## src/hw/dcb_map.vh

```
`ifndef DCB_MAP_VH
`define DCB_MAP_VH

// register byte offsets
`define DCB_CTRL_OFS 8'h00
`define DCB_STATUS_OFS 8'h04
`define DCB_ERRFLAG_OFS 8'h08
`define DCB_ERRCNT_OFS 8'h0C
`define DCB_ADDR_W 8

// control fields
`define DCB_CTRL_IDLE_BIT 0
`define DCB_CTRL_RST 1'h0

// status fields
`define DCB_STAT_ENC_RD_BIT 0
`define DCB_STAT_DEC_RD_BIT 1

// sticky error flags, write one to clear
`define DCB_EF_ENC_KERR_BIT 0
`define DCB_EF_DEC_KERR_BIT 1
`define DCB_EF_DEC_RDERR_BIT 2
`define DCB_EF_RST 3'h0

// error counters
`define DCB_CNT_KERR_LSB 0
`define DCB_CNT_RDERR_LSB 16
`define DCB_CNT_W 16

// character codes
`define DCB_IDLE_BYTE 8'hBC
`define DCB_ERR_BYTE 8'hFF
`define DCB_ERR_WORD_NEG 10'h0F1
`define DCB_ERR_WORD_POS 10'h30E
`define DCB_K28_SIX 6'h0F
`define DCB_D7_SIX 6'h38
`define DCB_P3_FOUR 4'hC
`define DCB_A7_FOUR 4'h7

// running disparity after reset: negative
`define DCB_RD_RST 1'h0

`endif

```

## src/hw/dcb_kchar_check.v

```verilog
`timescale 1ns/1ns
`include "dcb_map.vh"

module dcb_kchar_check (
    char_byte,
    k_valid,
    k_err_code
);
    input wire [7:0] char_byte;
    output reg k_valid;
    output reg k_err_code;

    always @* begin
        k_err_code = (char_byte == `DCB_ERR_BYTE);
        case (char_byte)
            8'hF7, 8'hFB, 8'hFD, 8'hFE: begin
                k_valid = 1'b1;
            end
            default: begin
                k_valid = (char_byte[4:0] == 5'h1C);
            end
        endcase
    end
endmodule

```

## src/hw/dcb_line_codec.v

```verilog
// Chosen here: the AHB-Lite slave port and the placing of the registers.
`timescale 1ns/1ns
`include "dcb_map.vh"


module dcb_line_codec (
    hclk,
    hresetn,
    hsel,
    haddr,
    htrans,
    hwrite,
    hsize,
    hwdata,
    hready,
    hreadyout,
    hresp,
    hrdata,
    enc_ena,
    enc_kin,
    enc_byte,
    enc_sym,
    enc_sym_valid,
    enc_kerr,
    dec_sym_valid,
    dec_sym,
    dec_byte,
    dec_kout,
    dec_byte_valid,
    dec_kerr,
    dec_rderr
);
    input wire hclk;
    input wire hresetn;
    input wire hsel;
    input wire [31:0] haddr;
    input wire [1:0] htrans;
    input wire hwrite;
    input wire [2:0] hsize;
    input wire [31:0] hwdata;
    input wire hready;
    output reg hreadyout;
    output reg hresp;
    output reg [31:0] hrdata;
    input wire enc_ena;
    input wire enc_kin;
    input wire [7:0] enc_byte;
    output reg [9:0] enc_sym;
    output reg enc_sym_valid;
    output reg enc_kerr;
    input wire dec_sym_valid;
    input wire [9:0] dec_sym;
    output reg [7:0] dec_byte;
    output reg dec_kout;
    output reg dec_byte_valid;
    output reg dec_kerr;
    output reg dec_rderr;

    ////////////////////////////////////////////////////////////////////////////
    // code tables, printed order: a (or f) in the top bit

    function [5:0] tab6;
        input [4:0] x;
        begin
            case (x)
                5'h00: tab6 = 6'h27;
                5'h01: tab6 = 6'h1D;
                5'h02: tab6 = 6'h2D;
                5'h03: tab6 = 6'h31;
                5'h04: tab6 = 6'h35;
                5'h05: tab6 = 6'h29;
                5'h06: tab6 = 6'h19;
                5'h07: tab6 = 6'h38;
                5'h08: tab6 = 6'h39;
                5'h09: tab6 = 6'h25;
                5'h0A: tab6 = 6'h15;
                5'h0B: tab6 = 6'h34;
                5'h0C: tab6 = 6'h0D;
                5'h0D: tab6 = 6'h2C;
                5'h0E: tab6 = 6'h1C;
                5'h0F: tab6 = 6'h17;
                5'h10: tab6 = 6'h1B;
                5'h11: tab6 = 6'h23;
                5'h12: tab6 = 6'h13;
                5'h13: tab6 = 6'h32;
                5'h14: tab6 = 6'h0B;
                5'h15: tab6 = 6'h2A;
                5'h16: tab6 = 6'h1A;
                5'h17: tab6 = 6'h3A;
                5'h18: tab6 = 6'h33;
                5'h19: tab6 = 6'h26;
                5'h1A: tab6 = 6'h16;
                5'h1B: tab6 = 6'h36;
                5'h1C: tab6 = 6'h0E;
                5'h1D: tab6 = 6'h2E;
                5'h1E: tab6 = 6'h1E;
                default: tab6 = 6'h2B;
            endcase
        end
    endfunction

    function [3:0] tab4;
        input [2:0] y;
        begin
            case (y)
                3'h0: tab4 = 4'hB;
                3'h1: tab4 = 4'h9;
                3'h2: tab4 = 4'h5;
                3'h3: tab4 = 4'hC;
                3'h4: tab4 = 4'hD;
                3'h5: tab4 = 4'hA;
                3'h6: tab4 = 4'h6;
                default: tab4 = 4'hE;
            endcase
        end
    endfunction

    function [2:0] pop6;
        input [5:0] v;
        begin
            pop6 = {2'h0, v[0]} + {2'h0, v[1]} + {2'h0, v[2]}
                + {2'h0, v[3]} + {2'h0, v[4]} + {2'h0, v[5]};
        end
    endfunction

    // lsb-first line order: a sits at bit 0 of the symbol bus
    function [9:0] rev10;
        input [9:0] v;
        integer n;
        begin
            for (n = 0; n < 10; n = n + 1) begin
                rev10[n] = v[9 - n];
            end
        end
    endfunction

    // four-bit subblock for a given disparity after the six-bit subblock
    function [3:0] enc4;
        input [2:0] y;
        input k;
        input rdm;
        input a7;
        reg [3:0] t;
        reg flip;
        begin
            t = a7 ? `DCB_A7_FOUR : tab4(y);
            flip = (pop6({2'h0, t}) != 3'h2) || (t == `DCB_P3_FOUR);
            if (rdm) begin
                enc4 = flip ? ~t : t;
            end else begin
                enc4 = (k && !flip) ? ~t : t;
            end
        end
    endfunction

    // whole word; x.y naming with x the five-bit and y the three-bit group
    function [9:0] enc_word;
        input [7:0] b;
        input k;
        input rd;
        reg [4:0] x;
        reg [2:0] y;
        reg [5:0] t6;
        reg rdm;
        reg a7;
        begin
            x = b[4:0];
            y = b[7:5];
            t6 = (k && x == 5'h1C) ? `DCB_K28_SIX : tab6(x);
            rdm = (pop6(t6) != 3'h3) ? ~rd : rd;
            a7 = (y == 3'h7) && (k || (!rdm && (x == 5'h11 || x == 5'h12 || x == 5'h14))
                || (rdm && (x == 5'h0B || x == 5'h0D || x == 5'h0E)));
            if (rd && (pop6(t6) != 3'h3 || t6 == `DCB_D7_SIX)) begin
                enc_word[9:4] = ~t6;
            end else begin
                enc_word[9:4] = t6;
            end
            enc_word[3:0] = enc4(y, k, rdm, a7);
        end
    endfunction

    ////////////////////////////////////////////////////////////////////////////
    // register bus

    reg ctrl_idle_reg;
    reg [2:0] err_flag_reg;
    reg [`DCB_CNT_W-1:0] kerr_cnt_reg;
    reg [`DCB_CNT_W-1:0] rderr_cnt_reg;
    reg enc_rd_reg;
    reg dec_rd_reg;
    reg wr_pend_reg;
    reg [`DCB_ADDR_W-1:0] wr_addr_reg;
    reg [31:0] rd_word;
    wire addr_phase;

    assign addr_phase = hsel && htrans[1] && hready;

    always @* begin
        case (haddr[`DCB_ADDR_W-1:0])
            `DCB_CTRL_OFS: begin
                rd_word = {31'h0, ctrl_idle_reg};
            end
            `DCB_STATUS_OFS: begin
                rd_word = {30'h0, dec_rd_reg, enc_rd_reg};
            end
            `DCB_ERRFLAG_OFS: begin
                rd_word = {29'h0, err_flag_reg};
            end
            `DCB_ERRCNT_OFS: begin
                rd_word = {rderr_cnt_reg, kerr_cnt_reg};
            end
            default: begin
                rd_word = 32'h0;
            end
        endcase
    end

    // zero wait states: read data is prepared during the address phase
    always @(posedge hclk or negedge hresetn) begin
        if (!hresetn) begin
            hreadyout <= 1'b1;
            hresp <= 1'b0;
            hrdata <= 32'h0;
            wr_pend_reg <= 1'b0;
            wr_addr_reg <= 8'h00;
            ctrl_idle_reg <= `DCB_CTRL_RST;
        end else begin
            hreadyout <= 1'b1;
            hresp <= 1'b0;
            wr_pend_reg <= addr_phase && hwrite;
            if (addr_phase) begin
                wr_addr_reg <= haddr[`DCB_ADDR_W-1:0];
            end
            if (addr_phase && !hwrite) begin
                hrdata <= rd_word;
            end
            if (wr_pend_reg && wr_addr_reg == `DCB_CTRL_OFS) begin
                ctrl_idle_reg <= hwdata[`DCB_CTRL_IDLE_BIT];
            end
        end
    end

    ////////////////////////////////////////////////////////////////////////////
    // encoder

    wire k_valid;
    wire k_err_code;
    wire enc_rd_after;
    reg [9:0] enc_word_next;
    reg enc_go;
    reg enc_kerr_next;

    dcb_kchar_check u_kchk (
        .char_byte(enc_byte),
        .k_valid(k_valid),
        .k_err_code(k_err_code)
    );

    always @* begin
        enc_go = 1'b0;
        enc_kerr_next = 1'b0;
        enc_word_next = enc_word(`DCB_IDLE_BYTE, 1'b1, enc_rd_reg);
        if (enc_ena) begin
            enc_go = 1'b1;
            if (enc_kin && k_err_code) begin
                enc_word_next = enc_rd_reg ? `DCB_ERR_WORD_POS : `DCB_ERR_WORD_NEG;
            end else if (enc_kin && !k_valid) begin
                enc_kerr_next = 1'b1;
            end else begin
                enc_word_next = enc_word(enc_byte, enc_kin, enc_rd_reg);
            end
        end else if (ctrl_idle_reg) begin
            enc_go = 1'b1;
        end
    end

    // the checker also yields the disparity left by the outgoing word
    dcb_rd_checker u_enc_rd (
        .word(enc_word_next),
        .rd_in(enc_rd_reg),
        .rd_err(),
        .rd_out(enc_rd_after)
    );

    always @(posedge hclk or negedge hresetn) begin
        if (!hresetn) begin
            enc_sym <= 10'h000;
            enc_sym_valid <= 1'b0;
            enc_kerr <= 1'b0;
            enc_rd_reg <= `DCB_RD_RST;
        end else begin
            enc_sym_valid <= enc_go;
            enc_kerr <= enc_kerr_next;
            if (enc_go) begin
                enc_sym <= rev10(enc_word_next);
                enc_rd_reg <= enc_rd_after;
            end
        end
    end

    ////////////////////////////////////////////////////////////////////////////
    // decoder

    reg [9:0] rx_word;
    reg [4:0] rx_x;
    reg [2:0] rx_y;
    reg rx_k;
    reg rx_k28;
    reg rx_legal;
    wire rx_rderr;
    wire dec_rd_after;
    integer i;
    integer r;

    always @* begin
        rx_word = rev10(dec_sym);
        rx_x = 5'h00;
        rx_y = 3'h0;
        rx_k28 = (rx_word[9:4] == `DCB_K28_SIX) || (rx_word[9:4] == ~`DCB_K28_SIX);
        for (i = 0; i < 32; i = i + 1) begin
            // a balanced group other than D7 has one form only; its inverse is another x
            if (rx_word[9:4] == tab6(i[4:0]) || (rx_word[9:4] == ~tab6(i[4:0])
                && (pop6(tab6(i[4:0])) != 3'h3 || tab6(i[4:0]) == `DCB_D7_SIX))) begin
                rx_x = i[4:0];
            end
        end
        if (rx_k28) begin
            rx_x = 5'h1C;
        end
        // control four-bit groups are ambiguous unless the six-bit form picks rd
        for (i = 0; i < 8; i = i + 1) begin
            for (r = 0; r < 2; r = r + 1) begin
                if (rx_word[3:0] == enc4(i[2:0], rx_k28, r[0], 1'b0)
                    && (!rx_k28 || r[0] == (rx_word[9:4] == `DCB_K28_SIX))) begin
                    rx_y = i[2:0];
                end
            end
        end
        if (rx_word[3:0] == `DCB_A7_FOUR || rx_word[3:0] == ~`DCB_A7_FOUR) begin
            rx_y = 3'h7;
        end
        rx_k = rx_k28 || ((rx_word[3:0] == `DCB_A7_FOUR
            || rx_word[3:0] == ~`DCB_A7_FOUR) && (rx_x == 5'h17 || rx_x == 5'h1B
            || rx_x == 5'h1D || rx_x == 5'h1E));
        // exact legality: the word must re-encode from one of the two disparities
        rx_legal = (enc_word({rx_y, rx_x}, rx_k, 1'b0) == rx_word)
            || (enc_word({rx_y, rx_x}, rx_k, 1'b1) == rx_word);
    end

    dcb_rd_checker u_dec_rd (
        .word(rx_word),
        .rd_in(dec_rd_reg),
        .rd_err(rx_rderr),
        .rd_out(dec_rd_after)
    );

    always @(posedge hclk or negedge hresetn) begin
        if (!hresetn) begin
            dec_byte <= 8'h00;
            dec_kout <= 1'b0;
            dec_byte_valid <= 1'b0;
            dec_kerr <= 1'b0;
            dec_rderr <= 1'b0;
            dec_rd_reg <= `DCB_RD_RST;
        end else begin
            dec_byte_valid <= dec_sym_valid;
            if (dec_sym_valid) begin
                // byte and both flags leave on the same edge
                dec_byte <= rx_legal ? {rx_y, rx_x} : `DCB_IDLE_BYTE;
                dec_kout <= rx_legal ? rx_k : 1'b1;
                dec_kerr <= !rx_legal;
                dec_rderr <= rx_rderr;
                dec_rd_reg <= dec_rd_after;
            end else begin
                dec_kerr <= 1'b0;
                dec_rderr <= 1'b0;
            end
        end
    end

    ////////////////////////////////////////////////////////////////////////////
    // sticky flags and counters; a new event wins over a clear

    wire [2:0] err_evt;

    assign err_evt = {dec_rderr & dec_byte_valid, dec_kerr & dec_byte_valid, enc_kerr};

    always @(posedge hclk or negedge hresetn) begin
        if (!hresetn) begin
            err_flag_reg <= `DCB_EF_RST;
            kerr_cnt_reg <= 16'h0000;
            rderr_cnt_reg <= 16'h0000;
        end else begin
            if (wr_pend_reg && wr_addr_reg == `DCB_ERRFLAG_OFS) begin
                err_flag_reg <= (err_flag_reg & ~hwdata[2:0]) | err_evt;
            end else begin
                err_flag_reg <= err_flag_reg | err_evt;
            end
            // counters saturate so a long burst cannot wrap to a small value
            if (err_evt[`DCB_EF_DEC_KERR_BIT] && kerr_cnt_reg != 16'hFFFF) begin
                kerr_cnt_reg <= kerr_cnt_reg + 16'h0001;
            end
            if (err_evt[`DCB_EF_DEC_RDERR_BIT] && rderr_cnt_reg != 16'hFFFF) begin
                rderr_cnt_reg <= rderr_cnt_reg + 16'h0001;
            end
        end
    end
endmodule

```

## src/hw/dcb_rd_checker.v

```verilog
`timescale 1ns/1ns
`include "dcb_map.vh"

module dcb_rd_checker (
    word,
    rd_in,
    rd_err,
    rd_out
);
    // word in printed order: a at bit 9 down to j at bit 0
    input wire [9:0] word;
    input wire rd_in;
    output reg rd_err;
    output reg rd_out;

    reg [2:0] ones6;
    reg [2:0] ones4;
    reg rd_mid;
    integer i;

    always @* begin
        ones6 = 3'h0;
        ones4 = 3'h0;
        for (i = 4; i < 10; i = i + 1) begin
            ones6 = ones6 + {2'h0, word[i]};
        end
        for (i = 0; i < 4; i = i + 1) begin
            ones4 = ones4 + {2'h0, word[i]};
        end
        rd_err = 1'b0;
        if (rd_in && (ones6 > 3'h3 || word[9:4] == `DCB_D7_SIX)) begin
            rd_err = 1'b1;
        end
        if (!rd_in && (ones6 < 3'h3 || word[9:4] == ~`DCB_D7_SIX)) begin
            rd_err = 1'b1;
        end
        // 000111 ends positive and 111000 ends negative
        if (ones6 != 3'h3) begin
            rd_mid = (ones6 > 3'h3);
        end else if (word[9:4] == `DCB_D7_SIX || word[9:4] == ~`DCB_D7_SIX) begin
            rd_mid = (word[9:4] == ~`DCB_D7_SIX);
        end else begin
            rd_mid = rd_in;
        end
        if (rd_mid && (ones4 > 3'h2 || word[3:0] == `DCB_P3_FOUR)) begin
            rd_err = 1'b1;
        end
        if (!rd_mid && (ones4 < 3'h2 || word[3:0] == ~`DCB_P3_FOUR)) begin
            rd_err = 1'b1;
        end
        if (ones4 != 3'h2) begin
            rd_out = (ones4 > 3'h2);
        end else if (word[3:0] == `DCB_P3_FOUR || word[3:0] == ~`DCB_P3_FOUR) begin
            rd_out = (word[3:0] == ~`DCB_P3_FOUR);
        end else begin
            rd_out = rd_mid;
        end
    end
endmodule

```

## config.mk

```make
export PLATFORM = sky130hd
export DESIGN_NAME = dcb_line_codec
export DESIGN_NICKNAME = d
export VERILOG_FILES = /design/src/hw/dcb_kchar_check.v /design/src/hw/dcb_line_codec.v /design/src/hw/dcb_rd_checker.v
export VERILOG_INCLUDE_DIRS = /design/src /design/src/hw
export SDC_FILE = /design/constraint.sdc
export NUM_CORES = 1
export LEC_CHECK = 0
export ABC_AREA = 1
export BUFFER_PORTS_ARGS = -buffer_cell sky130_fd_sc_hd__buf_4
export CELL_PAD_IN_SITES_DETAIL_PLACEMENT = 1
export CELL_PAD_IN_SITES_GLOBAL_PLACEMENT = 1
export CORE_MARGIN = 2
export CORE_UTILIZATION = 41
export DETAILED_ROUTE_END_ITERATION = 16
export PLACE_DENSITY = 0.84
export REMOVE_ABC_BUFFERS = 1
export SYNTH_ARGS = -nofsm -noshare
export SYNTH_HDL_FRONTEND = slang
export SYNTH_SLANG_ARGS = --single-unit
```

## constraint.sdc

```tcl
create_clock -name hclk -period 4.36 [get_ports hclk]
set_clock_uncertainty 0.05 [all_clocks]
set_input_delay 0.654 -clock hclk [delete_from_list [all_inputs] [get_ports hclk]]
set_output_delay 0.654 -clock hclk [all_outputs]
set_load 0.01 [all_outputs]
```

# [Yosys cells after proc, flatten, opt, wreduce, memory -nomap -nowiden]
# Memory sizes are Yosys's and may differ from the RTL's.
# Cells that the tools add are included.
[totals] register_bits=103 romBits=576 input_bits=95 output_inout_bits=58 wordCells=426 n_memories=3
[memory_table] memory="(name not given)" depth=32 word_bits=6 rd=1 rd_ports_with_merged_regs=0 write_ports=0 line="dcb_line_codec.v:65" text="case (x)"
[memory_table] memory="(name not given)" depth=32 word_bits=6 rd=1 rd_ports_with_merged_regs=0 write_ports=0 line="dcb_line_codec.v:65"
[memory_table] memory="(name not given)" depth=32 word_bits=6 rd=1 rd_ports_with_merged_regs=0 write_ports=0 line="dcb_line_codec.v:65"
[classes] n_addsub=42 order_cmp=6 eq_ne=126 muxes=109 bitwise_logic=13 n_reduce_logical=110
[ops] cell="$eq A6 B6 Y1 const B" count=26
[ops] cell="$pmux W32 S4" count=1
[ops] cell="$mux W4" count=28
[ops] cell="$mux W5" count=17
[ops] cell="$add A3 B1 Y3" count=28
[ops] cell="$eq A6 B5 Y1 const B" count=13
[ops] cell="$eq A5 B5 Y1 const B" count=12
[ops] cell="$pmux W4 S7" count=2
[ops] cell="$mux W6" count=9
[ops] cell="$logic_or A1 B1 Y1" count=48
[ops] cell="$logic_and A1 B1 Y1" count=44
[ops] cell="$eq A6 B4 Y1 const B" count=7
[ops] cell="$mux W3" count=14
[ops] cell="$eq A4 B4 Y1 const B" count=10
[ops] cell="$eq A8 B8 Y1 const B" count=5
[ops] cell="$mux W10" count=4
[ops] cell="$add A16 B1 Y16 const B" count=2
[ops] cell="$ne A16 B16 Y1 const B" count=2
[ops] cell="$eq A5 B4 Y1 const B" count=6
[ops] cell="$ne A3 B2 Y1 const B" count=10
[ops] cell="$mux W1" count=27
[ops] cell="$eq A3 B3 Y1 const B" count=8
[ops] cell="$eq A6 B3 Y1 const B" count=4
[ops] cell="$eq A8 B4 Y1 const B" count=3
[ops] cell="other kinds (27)" count=76

# [Depth between registers and ports, before layout]
[logic_depth] depth_word=68 mapped_depth=67 mapped_depth_nobuf=67

# [Cells and area by module]
# Synthesis repeated with hierarchy kept, for this count alone.
[hier_totals] hier_cells=1169 hier_area_um2=8276.7
[modules_own_cells] mod="dcb_line_codec" instances=1 cells_each=1049 area_each_um2=7475.9 seq_area_each_um2=2577.5
[modules_own_cells] mod="dcb_rd_checker" instances=2 cells_each=51 area_each_um2=357.8 seq_area_each_um2=0.0
[modules_own_cells] mod="dcb_kchar_check" instances=1 cells_each=18 area_each_um2=85.1 seq_area_each_um2=0.0

# [Worst setup path before layout]
# Ideal clock, no wire load.
[synth_timing] path_type="input to register" start="input dec_sym[5]" end="register dec_byte[2]" setup_ps=127 arrival_time_ps=7409 required_ps=4183 slack_ps=-3226 path_stages=60 path_buffers=0 cell_sequence="inv_1 > ha_1 > inv_1 > nor2_2 > a22oi_1 > nand2_1 > nand4_1 > nand2_1 > nand2_1 > nand2_1 > nand4_1 > o21bai_1 > nand2_1 > nand2_1 > nand3_1 > nand2_1 > nand2_1 > nand2_1 > [... 24 more ...] > inv_1 > fa_1 > inv_1 > ha_1 > nand2_1 > nor2_1 > nand2_1 > nand2_1 > nand2_1 > inv_1 > nand2_1 > nand2_1 > inv_1 > nand2_1 > nor2_1 > nand3_1 > nand2_2 > a21oi_1"
[synth_via] elab_chain_len=67 elab_cells_between_ends=226 cone_classes="add/sub: 16; eq/ne: 77; mux: 66; bitwise: 4; reduce/logical: 61; memory: 2"
[synth_rtl] element="from (decl)" line="dcb_line_codec.v:52" text="input wire [9:0] dec_sym;"
[synth_rtl] element="parallel branches: the longest is 66 deep, another holds $eq A6 B5 Y1"
[synth_rtl] element="$mux W8 (no line) (*)"
[synth_rtl] element="to (signal assigned)" line="dcb_line_codec.v:369" text="dec_byte <= rx_legal ? {rx_y, rx_x} : `DCB_IDLE_BYTE;"
[synth_rtl] element="to (decl)" line="dcb_line_codec.v:53" text="output reg [7:0] dec_byte;"
# Mark *: on every way between the ends.
# A chain may end at the register's enable or synchronous reset.

# [Worst setup path after layout]
[layout_timing] start="input dec_sym[4]" end="register dec_byte[2]"
# The elaborated chain is that of the path after synthesis.

==> flow_summary_export.csv <==
group,metric,value,unit
placed_design,io_buffer_count,93,
worst_setup_path,cp_slowest_stage_delay,0.53,ns
detailed_routing,ant_nets,0,
layout,regArea,0.00258,mm²
sta,clock.fmax,122,MHz
layout,multi_input_area,0.00558,mm²
global_route,use_met1,42.2,%
worst_setup_path,critPathRequiredTime,4.56,ns
detailed_routing,wl_per_cell,30.8,µm
detailed_routing,first_iter_violations,1389,
placed_design,dp.cells,1639,
synth,netlist_instances,1103,
worst_setup_path,regToRegSetupSlack,-0.01,ns
global_route,grt_util_met3,7.88,%
sta,worst_pin_slew,1.65,ns
worst_setup_path,crit_family,"simple AND/OR/NAND/NOR gates",
clocking,numCtsBuffers,9,
min_path,min-delay-path-class,"in2async",
layout,largest_reg_flops,32,
clocking,clk_latency,0.37,ns
detailed_routing,num_vias,11100,
synth,synth_top_cell_by_area,"dfrtp_1",
power,leakagePower,6.24,nW
sta,slew_headroom,-11.2,%
power,irDropWorstVdd,0.000321,V
worst_setup_path,cp_slowest_cell,"fa_1",
worst_setup_path,arrival,8.39,ns
synth,synth_top_area_share,32.7,%
worst_setup_path,critPathKind,"in2reg",
sta,post-route-worst-setup-slack,-3.83,ns
clocking,cts_buffer_depth,2,
floorplan,initial_core_util,42.0,%
clocking,clk_pin_slew,0.08,ns
worst_setup_path,worstSetupStartpointType,"input port",
status,violations,"max-capacitance violations, max-slew violations, negative setup slack",
clocking,cts_tree,"done",
detailed_routing,dr.pass1.iters,5,
sta,whs,0.335,ns
global_route,busiest_layer,"met2",
clocking,cts_max_level,3,
floorplan,dieArea,0.0204,mm²
global_route,grt_max_degree,67,
sta,period_needed,8.19,ns
sta,rsz0062_at_grt,"yes",
power,power_density,489,mW/mm²
job,drv_cap,1,
layout,fin_cells,1712,
sta,period_share,188,%
layout,syn_to_final_growth,57.3,%
layout,final_common_cell,"buf_4",
global_route,use_met2,70.0,%
sta,finalSetupViolCount,21,
status,status,"finished with violations",
synth,netlist_top_cells_area,"dfrtp_1 (33%), nand2_1 (13%), inv_1 (8.4%)",
worst_setup_path,endpoint_kind,"register",
clocking,hold_buffers,0,
layout,nNetsFinal,1628,
detailed_routing,drc,0,
global_route,grt_pass1_wl,61.4,mm
layout,drive_above_1_share,43.2,%
worst_setup_path,cpMostUsedCell,"nand2_1",
detailed_routing,viasPerCell,6.51,
global_route,antenna_found_initial,8,
clocking,cts_sinks,103,
floorplan,die_x,143,µm
placed_design,pre_cts_slack,-3.82,ns
global_route,grt_pass1_vias,11000,
worst_setup_path,path_buf_inv,13,
detailed_routing,drt-total-wl,52.7,mm
synth,ys.flop_type,"dfrtp_1",
floorplan,core,0.0188,mm²
synth,async_flop_share,100,%
synth,avgSynthCellArea,7.15,µm²
worst_setup_path,crit_path_max_fanout,5,
placed_design,gp_congestion,0.901,
synth,seq_area_frac_synth,32.7,%
synth,ys_types,55,
floorplan,ios,153,
global_route,grt.total_usage,39.2,%
floorplan,fp.dieH,143,µm
sta,report.final.hold_viol_count,0,
layout,fillCellCount,2258,
layout,layout_common_cells,"buf_4 (342), nand2_1 (215), inv_1 (141)",
synth,ys_warn_count,0,
placed_design,dp_hpwl,22.5,mm
power,p_total,0.00607,W
floorplan,fp-row-count,50,
synth,synth-seq-cells,103,
clocking,cts_root_buf,"clkbuf_16",
sta,final-max-slew-violation-count,3,
synth,syn-cell-area,0.00789,mm²
global_route,grt_overflow,0,
synth,synth_edf_count,0,
[through the flow]
| stage | utilization [%] | area, µm² | TNS, ns |
|---|---|---|---|
| after floorplan | - | 7820 | -36.53 |
| after detailed placement | 55.9 | 10500 | -48.25 |
| after global routing | 66.1 | 12400 | -51.42 |
| final | 66.1 | 12400 | -48.33 |
| after global placement | 55.9 | 10500 | -41.93 |
| after CTS | 61.5 | 11500 | -32.38 |
[cell type report]
type / instances / area share [%]
repair buffers: 371 / 23.5
clock buffers: 9 / 1.82
diodes: 2 / 0.0403
flip-flops and latches: 103 / 20.8
inverters: 191 / 5.99
multi-input cells: 795 / 45.0
clock inverters: 7 / 0.514
well taps: 234 / 2.36
[logic make-up after synthesis]
| logic type | share of synthesized area, % |
|---|---|
| AO/OA/AOI/OAI | 11.7 |
| XOR/XNOR | 4.77 |
| adder cells (fa/ha/maj) | 11.4 |
| buffers and inverters | 9.98 |
| flip-flops | 32.7 |
| multiplexers | 0.983 |
| other | 0.0952 |
| AND/OR/NAND/NOR | 28.4 |
[repair_timing]
| item | 4_1_cts | 5_1_grt |
|---|---|---|
| endpoints found under the hold margin | 0 | 0 |
| endpoints found under the setup margin | 21 | 21 |
| resized for setup | 163 | 155 |
| buffers inserted | 27 | 34 |
| gates cloned | 1 | 0 |
| pin swaps | 82 | 90 |
[worst paths after layout]
check | cells after the start | endpoint | start
worst max-delay path | 62 | dec_byte[2]$_DFFE_PN0P_ | dec_sym[4]
worst min-delay path | 2 | enc_sym[3]$_DFFE_PN0P_ | hresetn
worst max register to register | 19 | enc_rd_reg$_DFFE_PN0P_ | enc_rd_reg$_DFFE_PN0P_
worst min register to register | 2 | hrdata[14]$_DFFE_PN0P_ | hrdata[14]$_DFFE_PN0P_
max in group asynchronous | 2 | dec_byte[2]$_DFFE_PN0P_ | hresetn
min in group hclk | 1 | dec_byte_valid$_DFF_PN0_ | dec_sym_valid
[report_power, final]
part           internal [W]  switching, W  total (W)  leakage [nW]
Clock              0.000403      0.000466   0.000869         0.140
Sequential          0.00108      0.000146    0.00122          1.32
Combinational       0.00159       0.00238    0.00397          4.78
[per-layer routing]
metal / up-vias / wire, µm
met5: - / 51
met4: 8 / 5710
met3: 529 / 5940
met2: 1077 / 23900
met1: 5290 / 17100
li1: 4239 / -
[Yosys cell counts, types with 6 or more instances]
library cell	number
nand2_1	263
inv_1	176
nor2_1	124
dfrtp_1	103
o21ai_0	68
nand3_1	60
ha_1	46
xor2_1	39
a21oi_1	32
nor3_1	21
fa_1	16
inv_2	13
nand4_1	12
nand2_2	11
clkbuf_1	10
o21ai_1	10
o22ai_1	10
nor4_1	8
nor2_2	7
mux2_2	6
Power figures use the tool's default switching activity.
